[config.mk]
export PLATFORM = sky130hd
export DESIGN_NAME = firc_top
export DESIGN_NICKNAME = d
export VERILOG_FILES = /design/src/logic/firc_pkg.sv /design/src/logic/firc_deb_if.sv /design/src/logic/firc_debounce.sv /design/src/logic/firc_top.sv
export SDC_FILE = /design/constraint.sdc
export NUM_CORES = 1
export LEC_CHECK = 0
export BUFFER_PORTS_ARGS = -buffer_cell sky130_fd_sc_hd__buf_2
export CAP_MARGIN = 15
export CORE_MARGIN = 4
export CORE_UTILIZATION = 25
export CTS_BUF_LIST = sky130_fd_sc_hd__clkbuf_4 sky130_fd_sc_hd__clkbuf_8
export DETAILED_ROUTE_END_ITERATION = 8
export SYNTH_ARGS = -nofsm -noshare
export SYNTH_HDL_FRONTEND = slang
export SYNTH_SLANG_ARGS = --single-unit
[constraint.sdc]
create_clock -name SYS_CLK_I -period 6.45 [get_ports SYS_CLK_I]
set_input_delay 0.3225 -clock SYS_CLK_I [delete_from_list [all_inputs] [get_ports SYS_CLK_I]]
set_output_delay 0.3225 -clock SYS_CLK_I [all_outputs]
set_load 0.02 [all_outputs]
[src/logic/firc_pkg.sv]
// Functional notes
// - power-down applies off, on, keep or toggle
// - power-down action resets to off
// - two-wire: run follows run input
// - three-wire: no run without permissive
// - three-wire: permissive drop stops motor
// - three-wire: held or pulsed run starts
// - four 16-bit debounce times, 5..5000 ms
// - debounce applies to both edges
// - wiring mode resets to two-wire
`default_nettype none
package firc_pkg;
	localparam logic [15:0] OFS_PWRDN_ACTION = 16'h02D6;
	localparam logic [15:0] OFS_WIRING_MODE  = 16'h02D8;
	localparam logic [15:0] OFS_DEB_TIME0    = 16'h02D9;
	localparam logic [15:0] OFS_STATUS       = 16'h02E0;
	localparam int          NUM_INPUTS       = 4;
	localparam int          RUN_INPUT        = 0;
	localparam int          PERMIT_INPUT     = 1;
	localparam logic [1:0]  RST_PWRDN_ACTION = 2'h0;
	localparam logic [0:0]  RST_WIRING_MODE  = 1'h0;
	localparam logic [15:0] RST_DEB_TIME     = 16'h0014;
	localparam logic [15:0] DEB_TIME_MIN     = 16'h0005;
	localparam logic [15:0] DEB_TIME_MAX     = 16'h1388;
	localparam int          CLK_PERIOD_NS    = 10;
	localparam int          MS_NS            = 1000000;
	localparam int          TICK_CYC         = MS_NS / CLK_PERIOD_NS;

	typedef enum logic [1:0] {
		PD_OFF,
		PD_ON,
		PD_KEEP,
		PD_TOGGLE
	} firc_pd_action_t;

	typedef enum logic [0:0] {
		WIRE_TWO,
		WIRE_THREE
	} firc_wiring_t;
endpackage : firc_pkg
`default_nettype wire

[src/logic/firc_deb_if.sv]
`timescale 1ns/1ps
`default_nettype none
interface firc_deb_if #(
	parameter int N = 4
);
	logic             tick;
	logic [N-1:0]     raw;
	logic [N*16-1:0]  times;
	logic [N-1:0]     level;

	modport ctrl (
		output tick,
		output raw,
		output times,
		input  level
	);
	modport deb (
		input  tick,
		input  raw,
		input  times,
		output level
	);
endinterface : firc_deb_if
`default_nettype wire

[src/logic/firc_debounce.sv]
`timescale 1ns/1ps
`default_nettype none
module firc_debounce #(
	parameter int N = 4
) (
	input  wire logic clk_i,
	input  wire logic rst_i,
	firc_deb_if.deb   dif
);
	generate
		for (genvar i = 0; i < N; i++) begin : g_ch
			logic [15:0] count;
			logic        level;
			wire  [15:0] time_ms  = dif.times[i*16 +: 16];
			wire         differs  = dif.raw[i] != level;
			wire  [15:0] count_up = count + 16'h0001;
			wire         expired  = differs && dif.tick && (count_up >= time_ms);
			wire  [15:0] next_count = !differs ? 16'h0000 :
				expired ? 16'h0000 : dif.tick ? count_up : count;

			always_ff @(posedge clk_i or posedge rst_i) begin
				if (rst_i) begin
					count <= 16'h0000;
					level <= 1'b0;
				end else begin
					count <= next_count;
					if (expired) begin
						level <= dif.raw[i];
					end
				end
			end
			assign dif.level[i] = level;
		end
	endgenerate
endmodule : firc_debounce
`default_nettype wire

[src/logic/firc_top.sv]
`timescale 1ns/1ps
`default_nettype none
module firc_top #(
	parameter int TICK_CYC = firc_pkg::TICK_CYC,
	parameter int N_IN     = firc_pkg::NUM_INPUTS
) (
	input  wire logic            SYS_CLK_I,
	input  wire logic            RESET_I,
	input  wire logic [N_IN-1:0] FIELD_IN_I,
	input  wire logic            POWER_LOSS_I,
	input  wire logic            RELAY_CMD_I,
	input  wire logic [15:0]     REG_ADDR_I,
	input  wire logic            REG_WR_I,
	input  wire logic            REG_RD_I,
	input  wire logic [15:0]     REG_WDATA_I,
	output logic      [15:0]     REG_RDATA_O,
	output logic                 REG_ACK_O,
	output logic                 REG_ERR_O,
	output logic                 MOTOR_RUN_O,
	output logic                 RELAY_O,
	output logic      [N_IN-1:0] DEB_IN_O
);
	localparam int TW = $clog2(TICK_CYC + 1);

	generate
		if (TICK_CYC < 1 || N_IN < 2 || N_IN > 8) begin : g_bad
			$error("firc_top: unsupported TICK_CYC or N_IN");
		end
	endgenerate

	firc_deb_if #(.N(N_IN)) dif ();

	// three-stage input synchronisers
	logic [N_IN:0] sync1;
	logic [N_IN:0] sync2;
	logic [N_IN:0] sync3;
	logic [N_IN:0] filt;
	wire  [N_IN:0] pins = {POWER_LOSS_I, FIELD_IN_I};
	wire  [N_IN:0] agree = ~(sync2 ^ sync3);
	wire  [N_IN:0] next_filt = (agree & sync3) | (~agree & filt);

	always_ff @(posedge SYS_CLK_I or posedge RESET_I) begin
		if (RESET_I) begin
			sync1 <= '0;
			sync2 <= '0;
			sync3 <= '0;
			filt  <= '0;
		end else begin
			sync1 <= pins;
			sync2 <= sync1;
			sync3 <= sync2;
			filt  <= next_filt;
		end
	end

	// millisecond tick
	logic [TW-1:0] tick_cnt;
	logic          tick;
	wire           tick_wrap = (tick_cnt == TW'(TICK_CYC - 1));
	wire [TW-1:0]  next_tick_cnt = tick_wrap ? '0 : tick_cnt + TW'(1);

	always_ff @(posedge SYS_CLK_I or posedge RESET_I) begin
		if (RESET_I) begin
			tick_cnt <= '0;
			tick     <= 1'b0;
		end else begin
			tick_cnt <= next_tick_cnt;
			tick     <= tick_wrap;
		end
	end

	// register file
	logic [1:0]        pd_action;
	logic [0:0]        wiring;
	logic [15:0]       deb_time [N_IN];

	wire hit_pd     = (REG_ADDR_I == firc_pkg::OFS_PWRDN_ACTION);
	wire hit_wiring = (REG_ADDR_I == firc_pkg::OFS_WIRING_MODE);
	wire hit_status = (REG_ADDR_I == firc_pkg::OFS_STATUS);
	wire [15:0] deb_idx = REG_ADDR_I - firc_pkg::OFS_DEB_TIME0;
	wire hit_deb    = (REG_ADDR_I >= firc_pkg::OFS_DEB_TIME0) && (deb_idx < 16'(N_IN));
	wire mapped     = hit_pd || hit_wiring || hit_status || hit_deb;
	wire deb_in_range = (REG_WDATA_I >= firc_pkg::DEB_TIME_MIN) && (REG_WDATA_I <= firc_pkg::DEB_TIME_MAX);
	wire pd_ok      = (REG_WDATA_I[15:2] == 14'h0000);
	wire wiring_ok  = (REG_WDATA_I[15:1] == 15'h0000);
	wire wr_ok      = (hit_pd && pd_ok) || (hit_wiring && wiring_ok) || (hit_deb && deb_in_range);
	wire wr_pd      = REG_WR_I && hit_pd && pd_ok;
	wire wr_wiring  = REG_WR_I && hit_wiring && wiring_ok;
	wire wr_deb     = REG_WR_I && hit_deb && deb_in_range;

	logic motor_run;
	logic relay;
	logic [15:0] rd_deb;
	always_comb begin
		rd_deb = 16'h0000;
		for (int k = 0; k < N_IN; k++) begin
			if (deb_idx == 16'(k)) begin
				rd_deb = deb_time[k];
			end
		end
	end

	wire [15:0] status_word = {6'h00, relay, motor_run, {(8 - N_IN){1'b0}}, dif.level};
	wire [15:0] rd_mux = hit_pd ? {14'h0000, pd_action} :
		hit_wiring ? {15'h0000, wiring} :
		hit_status ? status_word :
		hit_deb ? rd_deb : 16'h0000;
	wire        access = REG_WR_I || REG_RD_I;
	wire        bad    = (REG_WR_I && !wr_ok) || (REG_RD_I && !mapped);

	always_ff @(posedge SYS_CLK_I or posedge RESET_I) begin
		if (RESET_I) begin
			pd_action <= firc_pkg::RST_PWRDN_ACTION;
			wiring    <= firc_pkg::RST_WIRING_MODE;
			for (int k = 0; k < N_IN; k++) begin
				deb_time[k] <= firc_pkg::RST_DEB_TIME;
			end
			REG_RDATA_O <= 16'h0000;
			REG_ACK_O   <= 1'b0;
			REG_ERR_O   <= 1'b0;
		end else begin
			if (wr_pd) begin
				pd_action <= REG_WDATA_I[1:0];
			end
			if (wr_wiring) begin
				wiring <= REG_WDATA_I[0:0];
			end
			for (int k = 0; k < N_IN; k++) begin
				if (wr_deb && deb_idx == 16'(k)) begin
					deb_time[k] <= REG_WDATA_I;
				end
			end
			REG_RDATA_O <= REG_RD_I ? rd_mux : 16'h0000;
			REG_ACK_O   <= access && !bad;
			REG_ERR_O   <= access && bad;
		end
	end

	// debouncer hookup
	assign dif.tick = tick;
	assign dif.raw  = filt[N_IN-1:0];
	generate
		for (genvar i = 0; i < N_IN; i++) begin : g_times
			assign dif.times[i*16 +: 16] = deb_time[i];
		end
	endgenerate

	firc_debounce #(.N(N_IN)) u_deb (
		.clk_i (SYS_CLK_I),
		.rst_i (RESET_I),
		.dif   (dif.deb)
	);

	// motor run command
	wire run_in    = dif.level[firc_pkg::RUN_INPUT];
	wire permit_in = dif.level[firc_pkg::PERMIT_INPUT];
	logic next_run;
	always_comb begin
		case (firc_pkg::firc_wiring_t'(wiring))
			firc_pkg::WIRE_TWO: next_run = run_in;
			// latch on run, drop on permissive loss
			firc_pkg::WIRE_THREE: next_run = permit_in && (run_in || motor_run);
			default: next_run = 1'b0;
		endcase
	end

	// power-down relay action
	wire  pwr_loss = filt[N_IN];
	logic pwr_loss_d;
	wire  pwr_edge = pwr_loss && !pwr_loss_d;
	logic next_relay;
	always_comb begin
		next_relay = relay;
		if (pwr_edge) begin
			case (firc_pkg::firc_pd_action_t'(pd_action))
				firc_pkg::PD_OFF:    next_relay = 1'b0;
				firc_pkg::PD_ON:     next_relay = 1'b1;
				firc_pkg::PD_KEEP:   next_relay = relay;
				firc_pkg::PD_TOGGLE: next_relay = !relay;
				default:             next_relay = 1'b0;
			endcase
		end else if (!pwr_loss) begin
			next_relay = RELAY_CMD_I;
		end
	end

	always_ff @(posedge SYS_CLK_I or posedge RESET_I) begin
		if (RESET_I) begin
			motor_run  <= 1'b0;
			relay      <= 1'b0;
			pwr_loss_d <= 1'b0;
		end else begin
			motor_run  <= next_run;
			relay      <= next_relay;
			pwr_loss_d <= pwr_loss;
		end
	end

	assign MOTOR_RUN_O = motor_run;
	assign RELAY_O     = relay;
	assign DEB_IN_O    = dif.level;
endmodule : firc_top
`default_nettype wire

==> out/metrics.yaml, run 1 <==
status:
  status: "completed"
setup_path:
  worstPathCellList: "ha_1, nand3_1, nor2_1, nand3_1, nor2_1, xor2_1, ha_1, and4_1, a221o_1, a221oi_1, o31a_1, nand2_1, o31ai_1"
  setup.worst_path.start_class: "register"
  worstPathMaxFanout: 19
  reg2regPathDepth: 13
  arrival_ps: 4570
  crit_type: "register to register"
  critical_path.max_stage_delay_ps: 690
  r2r_slack_ps: 2300
  critPathSlowestCell: "o31a_1"
  reg2reg_from: "u_deb.g_ch[0].count[0]"
  critical_path_required_ps: 6860
  worstReg2RegEnd: "u_deb.g_ch[0].count[10]"
  crit_path_end_kind: "register"
place:
  globalplace.congestion: 0.857
  pre_cts_slack_ps: 2340
  portBuffers: 65
  hpwl_um: 19300
sta:
  holdWs_ps: 22.5
  relSlewSlack_pct: 35.8
  drv_slew: 0
  rsz0062_at_grt: "no"
  skew_ps: 19.3
  fin_crit_sh_pct: 64.4
  fin_crit_ps: 4150
  worst_slew_pin_slew_ps: 959
  fin_ws_ps: 2300
  finalSetupTns_ps: 0
  hold_violations: 0
  finalSetupViolCount: 0
  fmax_ghz: 0.241
synth:
  synth_most_common_cell: "dfrtp_1"
  synthArstFlopShare_pct: 100
  synth.top_cell.area_share_pct: 43.5
  synth-seq-cells: 194
  synth-edff-count: 0
  synth_ff_type: "dfrtp_1"
  syn_inst: 1033
  yosys-top-cells-area: "dfrtp_1, ha_1, mux2_2"
  syn_nets: 1144
  netlist_top_cells_count: "dfrtp_1, nand2_1, inv_1"
  avgSynthCellArea_um2: 10.3
  seq_area_frac_synth_pct: 45.5
  syn_area_um2: 10700
  synth_cell_type_count: 74
  synth.largest_area_cell: "dfrtp_1"
  yosys_warnings: 0
global_routing:
  antenna_found_initial: 2
  track_usage_pct: 11.4
  overflow: 0
  grt_pass1_vias: 7907
  grt_pass1_wl_um: 42500
  grt_start_max_net_pins: 135
cells_and_area:
  multiInputGateArea_um2: 5360
  ff_latch_area_um2: 4860
  fin_nets: 1204
  fillers: 4342
  n_antenna_cell: 0
  area_delta_synth_final_pct: 12.3
  drive_gt1_share_pct: 15.8
routing:
  dr.pass1.iters: 5
  ant_nets: 0
  route.detailed.drc: 0
  vias: 7810
  wirelength_um: 26200
  wl_per_cell_um: 15.9
  via_per_inst: 4.75
  drtIter0Drc: 470
clock_tree:
  cts_resized: 0
  cts-root-buf: "clkbuf_8"
  htreeDepth: 4
  cts_buffers: 17
  clk_latency_ps: 500
  ctsLongestPathBuffers: 2
  clock-sinks: 194
  cts-hold-fix-buffers: 5
  cts_tree: "yes"
  clk_pin_slew_ps: 110
  post_cts_buffers: 0
die:
  die_x_um: 215
  rows: 75
  start_util_pct: 25.4
  die_h_um: 215
  core_area_um2: 42100
  ios: 66
  die_area_um2: 46100
power_and_ir_drop:
  power.density_nw_per_um2: 179
  peakVddDrop_v: 0.000139
  leakagePower_nw: 5.51
hold_path:
  hold_class: "input port to async pin"
run:
  maxCapViolCount: 0
==> state kept, by name, indices dropped and copies added, names as in the netlist, named ones only <==
| register | cells |
|---|---|
| REG_ERR_O | 1 |
| u_deb.g_ch.level | 4 |
| u_deb.g_ch.count | 64 |
| RELAY_O | 1 |
| pd_action | 2 |
| deb_time | 64 |
| tick_cnt | 17 |
| dif.tick | 1 |
| REG_RDATA_O | 16 |
| sync3 | 5 |
| sync1 | 5 |
| MOTOR_RUN_O | 1 |
| pwr_loss_d | 1 |
| sync2 | 5 |
| wiring | 1 |
| REG_ACK_O | 1 |
==> worst max-delay path by stage <==
| stage | from | endpoint | slack [ps] | depth (start not counted) |
|---|---|---|---|---|
| floorplan | RESET_I | MOTOR_RUN_O | 860 | 1 |
| global placement | u_deb.g_ch[0].count[0] | u_deb.g_ch[0].count[10] | 2420 | 13 |
| detailed placement | u_deb.g_ch[0].count[0] | u_deb.g_ch[0].count[10] | 2340 | 13 |
| CTS | u_deb.g_ch[0].count[0] | u_deb.g_ch[0].count[5] | 2350 | 13 |
| global route | u_deb.g_ch[0].count[0] | u_deb.g_ch[0].count[10] | 1980 | 13 |
| finish | u_deb.g_ch[0].count[0] | u_deb.g_ch[0].count[10] | 2300 | 13 |
==> per-stage QoR <==
step	power (mW)	std cells	area [um^2]	util, %
final	2.15	1645	12000	28.5
after global routing	2.24	1645	12000	28.5
after CTS	2.18	1645	12000	28.5
after detailed placement	1.36	1608	11600	27.4
after global placement	1.36	1608	11600	27.4
after floorplan	1.31	1033	10700	-
==> final cells by class <==
type | instances | area share, %
multi-input combinational | 729 | 44.7
timing repair buffer | 76 | 3.50
tap | 539 | 5.62
inverter | 75 | 2.41
clock inverter | 12 | 1.04
sequential | 194 | 40.5
clock buffer | 20 | 2.24
==> per-layer routing <==
| layer | up-vias | share of wire [%] | track usage, % |
|---|---|---|---|
| met1 | 3823 | 45 | 14.7 |
| met3 | 33 | 3.4 | 2.29 |
| met4 | 0 | 2.3 | 3.83 |
| met2 | 137 | 49 | 19.3 |
| li1 | 3817 | - | - |
| met5 | - | 0 | 0 |
==> cell usage in the layout (no fill, tap or decap), types with 35 or more instances in the layout <==
cell       n
dfrtp_1  186
nand2_1   89
inv_1     74
ha_1      69
buf_2     65
nor2_1    59
nand3_1   52
mux2_2    47
xnor2_1   37
o21ai_0   35
==> worst max-delay path, delay by kind of cell (launching register included) <==
family	cells	cell delay [ps]
compound gates	4	1560
simple gates	6	1380
fa+ha+maj	2	510
flops	1	430
xor+xnor	1	210
==> report_power, final <==
part | total, mW | internal [mW] | leakage, nW | switching [mW]
Combinational | 0.105 | 0.0287 | 2.78 | 0.0761
Sequential | 1.23 | 1.23 | 2.55 | 0.00655
Clock | 0.809 | 0.339 | 0.185 | 0.471
==> kinds of logic (layout without fill, tap and decap cells) <==
| kind of cell | Yosys count | after routing | share of synthesized area [%] |
|---|---|---|---|
| simple gates | 320 | 320 | 15.2 |
| fa+ha+maj | 74 | 74 | 8.55 |
| xor+xnor | 69 | 69 | 5.65 |
| flops | 194 | 194 | 45.5 |
| mux | 65 | 65 | 6.80 |
| buf+inv | 110 | 183 | 4.31 |
| compound gates | 201 | 201 | 14.0 |
Note: power is estimated with default switching activity, not from simulation.
==> inputs of run 2 (changes only) <==
Settings changed: ABC_AREA from default to 1.
Clock period 6.45 ns to 4.2 ns, I/O delays scaled along.
==> run 2 against run 1 <==
Compared with the run above:
- critical path depth is 8 higher
- synthesized cell count up 34%
- synthesized area rose by 4.6%
- critical endpoint is now u_deb.g_ch[2].level
- highest routed layer unchanged
==> out/metrics.yaml, run 2 <==
setup_path:
  r2r_slack_ps: 450
  cp_num_cells: 21
  setup.worst_path.start_class: "register"
  reg2regPathDepth: 21
  cpMostUsedCell: "nand2_1"
  critical_path_required_ps: 4590
  worstReg2RegEnd: "u_deb.g_ch[2].level"
  crit_type: "register to register"
  crit_buf_inv: 3
  worstPathCellList: "inv_1, nor3_1, nand3_1, nor2_1, nand2_1, nor3_1, nand2_1, nor2_1, nand3_1, o21ai_0, nand2_1, ha_1, nand2_1, inv_1, nand3_1, nor3_1, nand2_1, nand3_2, clkinvlp_4, o21ai_0, nand2_1"
  startpoint: "u_deb.g_ch[2].count[2]"
  reg2reg_from: "u_deb.g_ch[2].count[2]"
  crit_path_end_kind: "register"
  worstPathMaxFanout: 9
  arrival_ps: 4140
  path_delay_family: "simple AND/OR/NAND/NOR gates"
  crit_end: "u_deb.g_ch[2].level"
  critical_path.max_stage_delay_ps: 390
  critPathSlowestCell: "dfrtp_1"
power_and_ir_drop:
  sequentialPowerShare_pct: 57.7
  p_sw_mw: 0.897
  leakagePower_nw: 6.42
  p_comb_share_pct: 5.4
  power_mw: 3.28
  sw_frac_of_total_pct: 27.3
  power.density_nw_per_um2: 260
  power.share.clock_pct: 36.9
  internal-power_mw: 2.39
  peakVddDrop_v: 0.000147
clock_tree:
  cts-root-buf: "clkbuf_8"
  post_cts_buffers: 0
  clock-sinks: 194
  cts_buffers: 17
  ctsLongestPathBuffers: 2
  clk_pin_slew_ps: 110
  cts_tree: "yes"
  clk_latency_ps: 510
  htreeDepth: 4
cells_and_area:
  finish.utilization_pct: 28.6
  layout_common_cells: "nand2_1, inv_1, dfrtp_1"
  layoutNonFillerInstCount: 2069
  area_delta_synth_final_pct: 13.0
  drive_gt1_share_pct: 11.2
  final_area_um2: 12600
  top_regs: "deb_time: 64 flops, u_deb.g_ch.count: 64 flops, tick_cnt: 17 flops"
  n_antenna_cell: 0
  fin_nets: 1575
  final_common_cell: "nand2_1"
place:
  place_inst: 2024
  globalplace.congestion: 0.863
  placedInstanceArea_um2: 12100
  pre_cts_slack_ps: 312
  portBuffers: 65
  hpwl_um: 21700
synth:
  synth.largest_area_cell: "dfrtp_1"
  synth_fa_ha_area_share_pct: 8.17
  synth.top_cell.area_share_pct: 41.6
  synth-edff-count: 0
  yosys_warnings: 0
  syn_area_um2: 11200
  seq_area_frac_synth_pct: 43.5
  netlist_top_cells_count: "nand2_1, inv_1, dfrtp_1"
  synth_cell_type_count: 40
  synth-seq-cells: 194
  synth_compound_area_share_pct: 12.7
  synthMuxAreaShare_pct: 0
  synth_most_common_cell: "nand2_1"
  synthSimpleGateAreaFrac_pct: 21.5
  synth_top_family_by_area: "simple AND/OR/NAND/NOR gates"
  yosys-top-cells-area: "dfrtp_1, nand2_1, inv_1"
  syn_inst: 1386
  synth_xor_area_share_pct: 3.99
  synthArstFlopShare_pct: 100
  synth_ff_type: "dfrtp_1"
  syn_nets: 1497
  avgSynthCellArea_um2: 8.07
routing:
  via_per_inst: 4.49
  vias: 9282
  wl_per_cell_um: 13.7
  route.detailed.drc: 0
  wirelength_um: 28300
  dr.pass1.iters: 5
  drtIter0Drc: 658
  ant_nets: 0
die:
  rows: 77
  die_area_um2: 48200
  core_area_um2: 44200
  start_util_pct: 25.3
  die_x_um: 220
  ios: 66
  die_h_um: 220
sta:
  fmax_ghz: 0.267
  finalSetupViolCount: 0
  rsz0062_at_grt: "no"
  fin_crit_ps: 3750
  fin_ws_ps: 454
  drv_slew: 0
  fin_crit_sh_pct: 89.2
  skew_ps: 27.4
  finalSetupTns_ps: 0
  holdWs_ps: 42.6
  hold_violations: 0
  worst_slew_pin_slew_ps: 934
  relSlewSlack_pct: 37.6
global_routing:
  track_usage_pct: 12.0
  grt_start_max_net_pins: 116
  grt_pass1_wl_um: 46500
  antenna_found_initial: 0
  overflow: 0
  grt_pass1_vias: 9141
status:
  status: "completed"
hold_path:
  hp-start: "REG_WDATA_I[1]"
  hold_class: "input port to register"
run:
  maxCapViolCount: 0
run 2: worst min-delay path by stage:
stage                       end  slack (ps)  cells past startpoint
global placement       sync1[3]         330                      1
finish              deb_time[1]          40                      3
detailed placement     sync1[3]         330                      1
floorplan              sync1[0]         240                      0
global route        deb_time[0]           6                      3
CTS                 deb_time[0]           9                      3
run 2: area by class of cell:
type | instances | area, um^2
fill | 4706 | 31600
clock buffer | 19 | 255
inverter | 241 | 912
multi-input combinational | 921 | 5190
tap | 592 | 741
sequential | 194 | 4860
timing repair buffer | 89 | 551
clock inverter | 13 | 121
run 2: cells by family (layout without fill, tap and decap cells):
group	after synthesis	after routing
AO/OA/AOI/OAI	249	249
XOR/XNOR	51	51
adder cells (fa/ha/maj)	74	74
buffers and inverters	271	362
flip-flops	194	194
AND/OR/NAND/NOR	547	547
run 2: worst min-delay path, stage by stage:
cell and delay (ps):
buf_2 160, nand2_1 100, o21ai_2 50
run 2: layer usage:
metal  part of all wire, %  routed length [um]  vias up  GRT usage [%]
met1                    46               13000     4379           15.9
met3                   5.0                1400       35           2.14
met2                    47               13300      204           20.1
met4                   1.9                 535        0           3.43
li1                      -                   -     4664              -
met5                     0                   0        -              0
run 2: power by group through the flow:
stage          clock network [mW]  registers [mW]  logic [mW]
5_1_grt                      1.34            1.90       0.200
3_5_place_dp                    0            1.93       0.170
2_1_floorplan                   0            1.93      0.0915
3_3_place_gp                    0            1.93       0.168
4_1_cts                      1.27            1.89       0.181
6_report                     1.21            1.89       0.178
run 2: repair_timing:
item                                    4_1_cts  5_1_grt
hold buffers                                 13        0
endpoints found under the setup margin        0       11
resized for setup                             0        3
hold endpoints to repair                     61        0
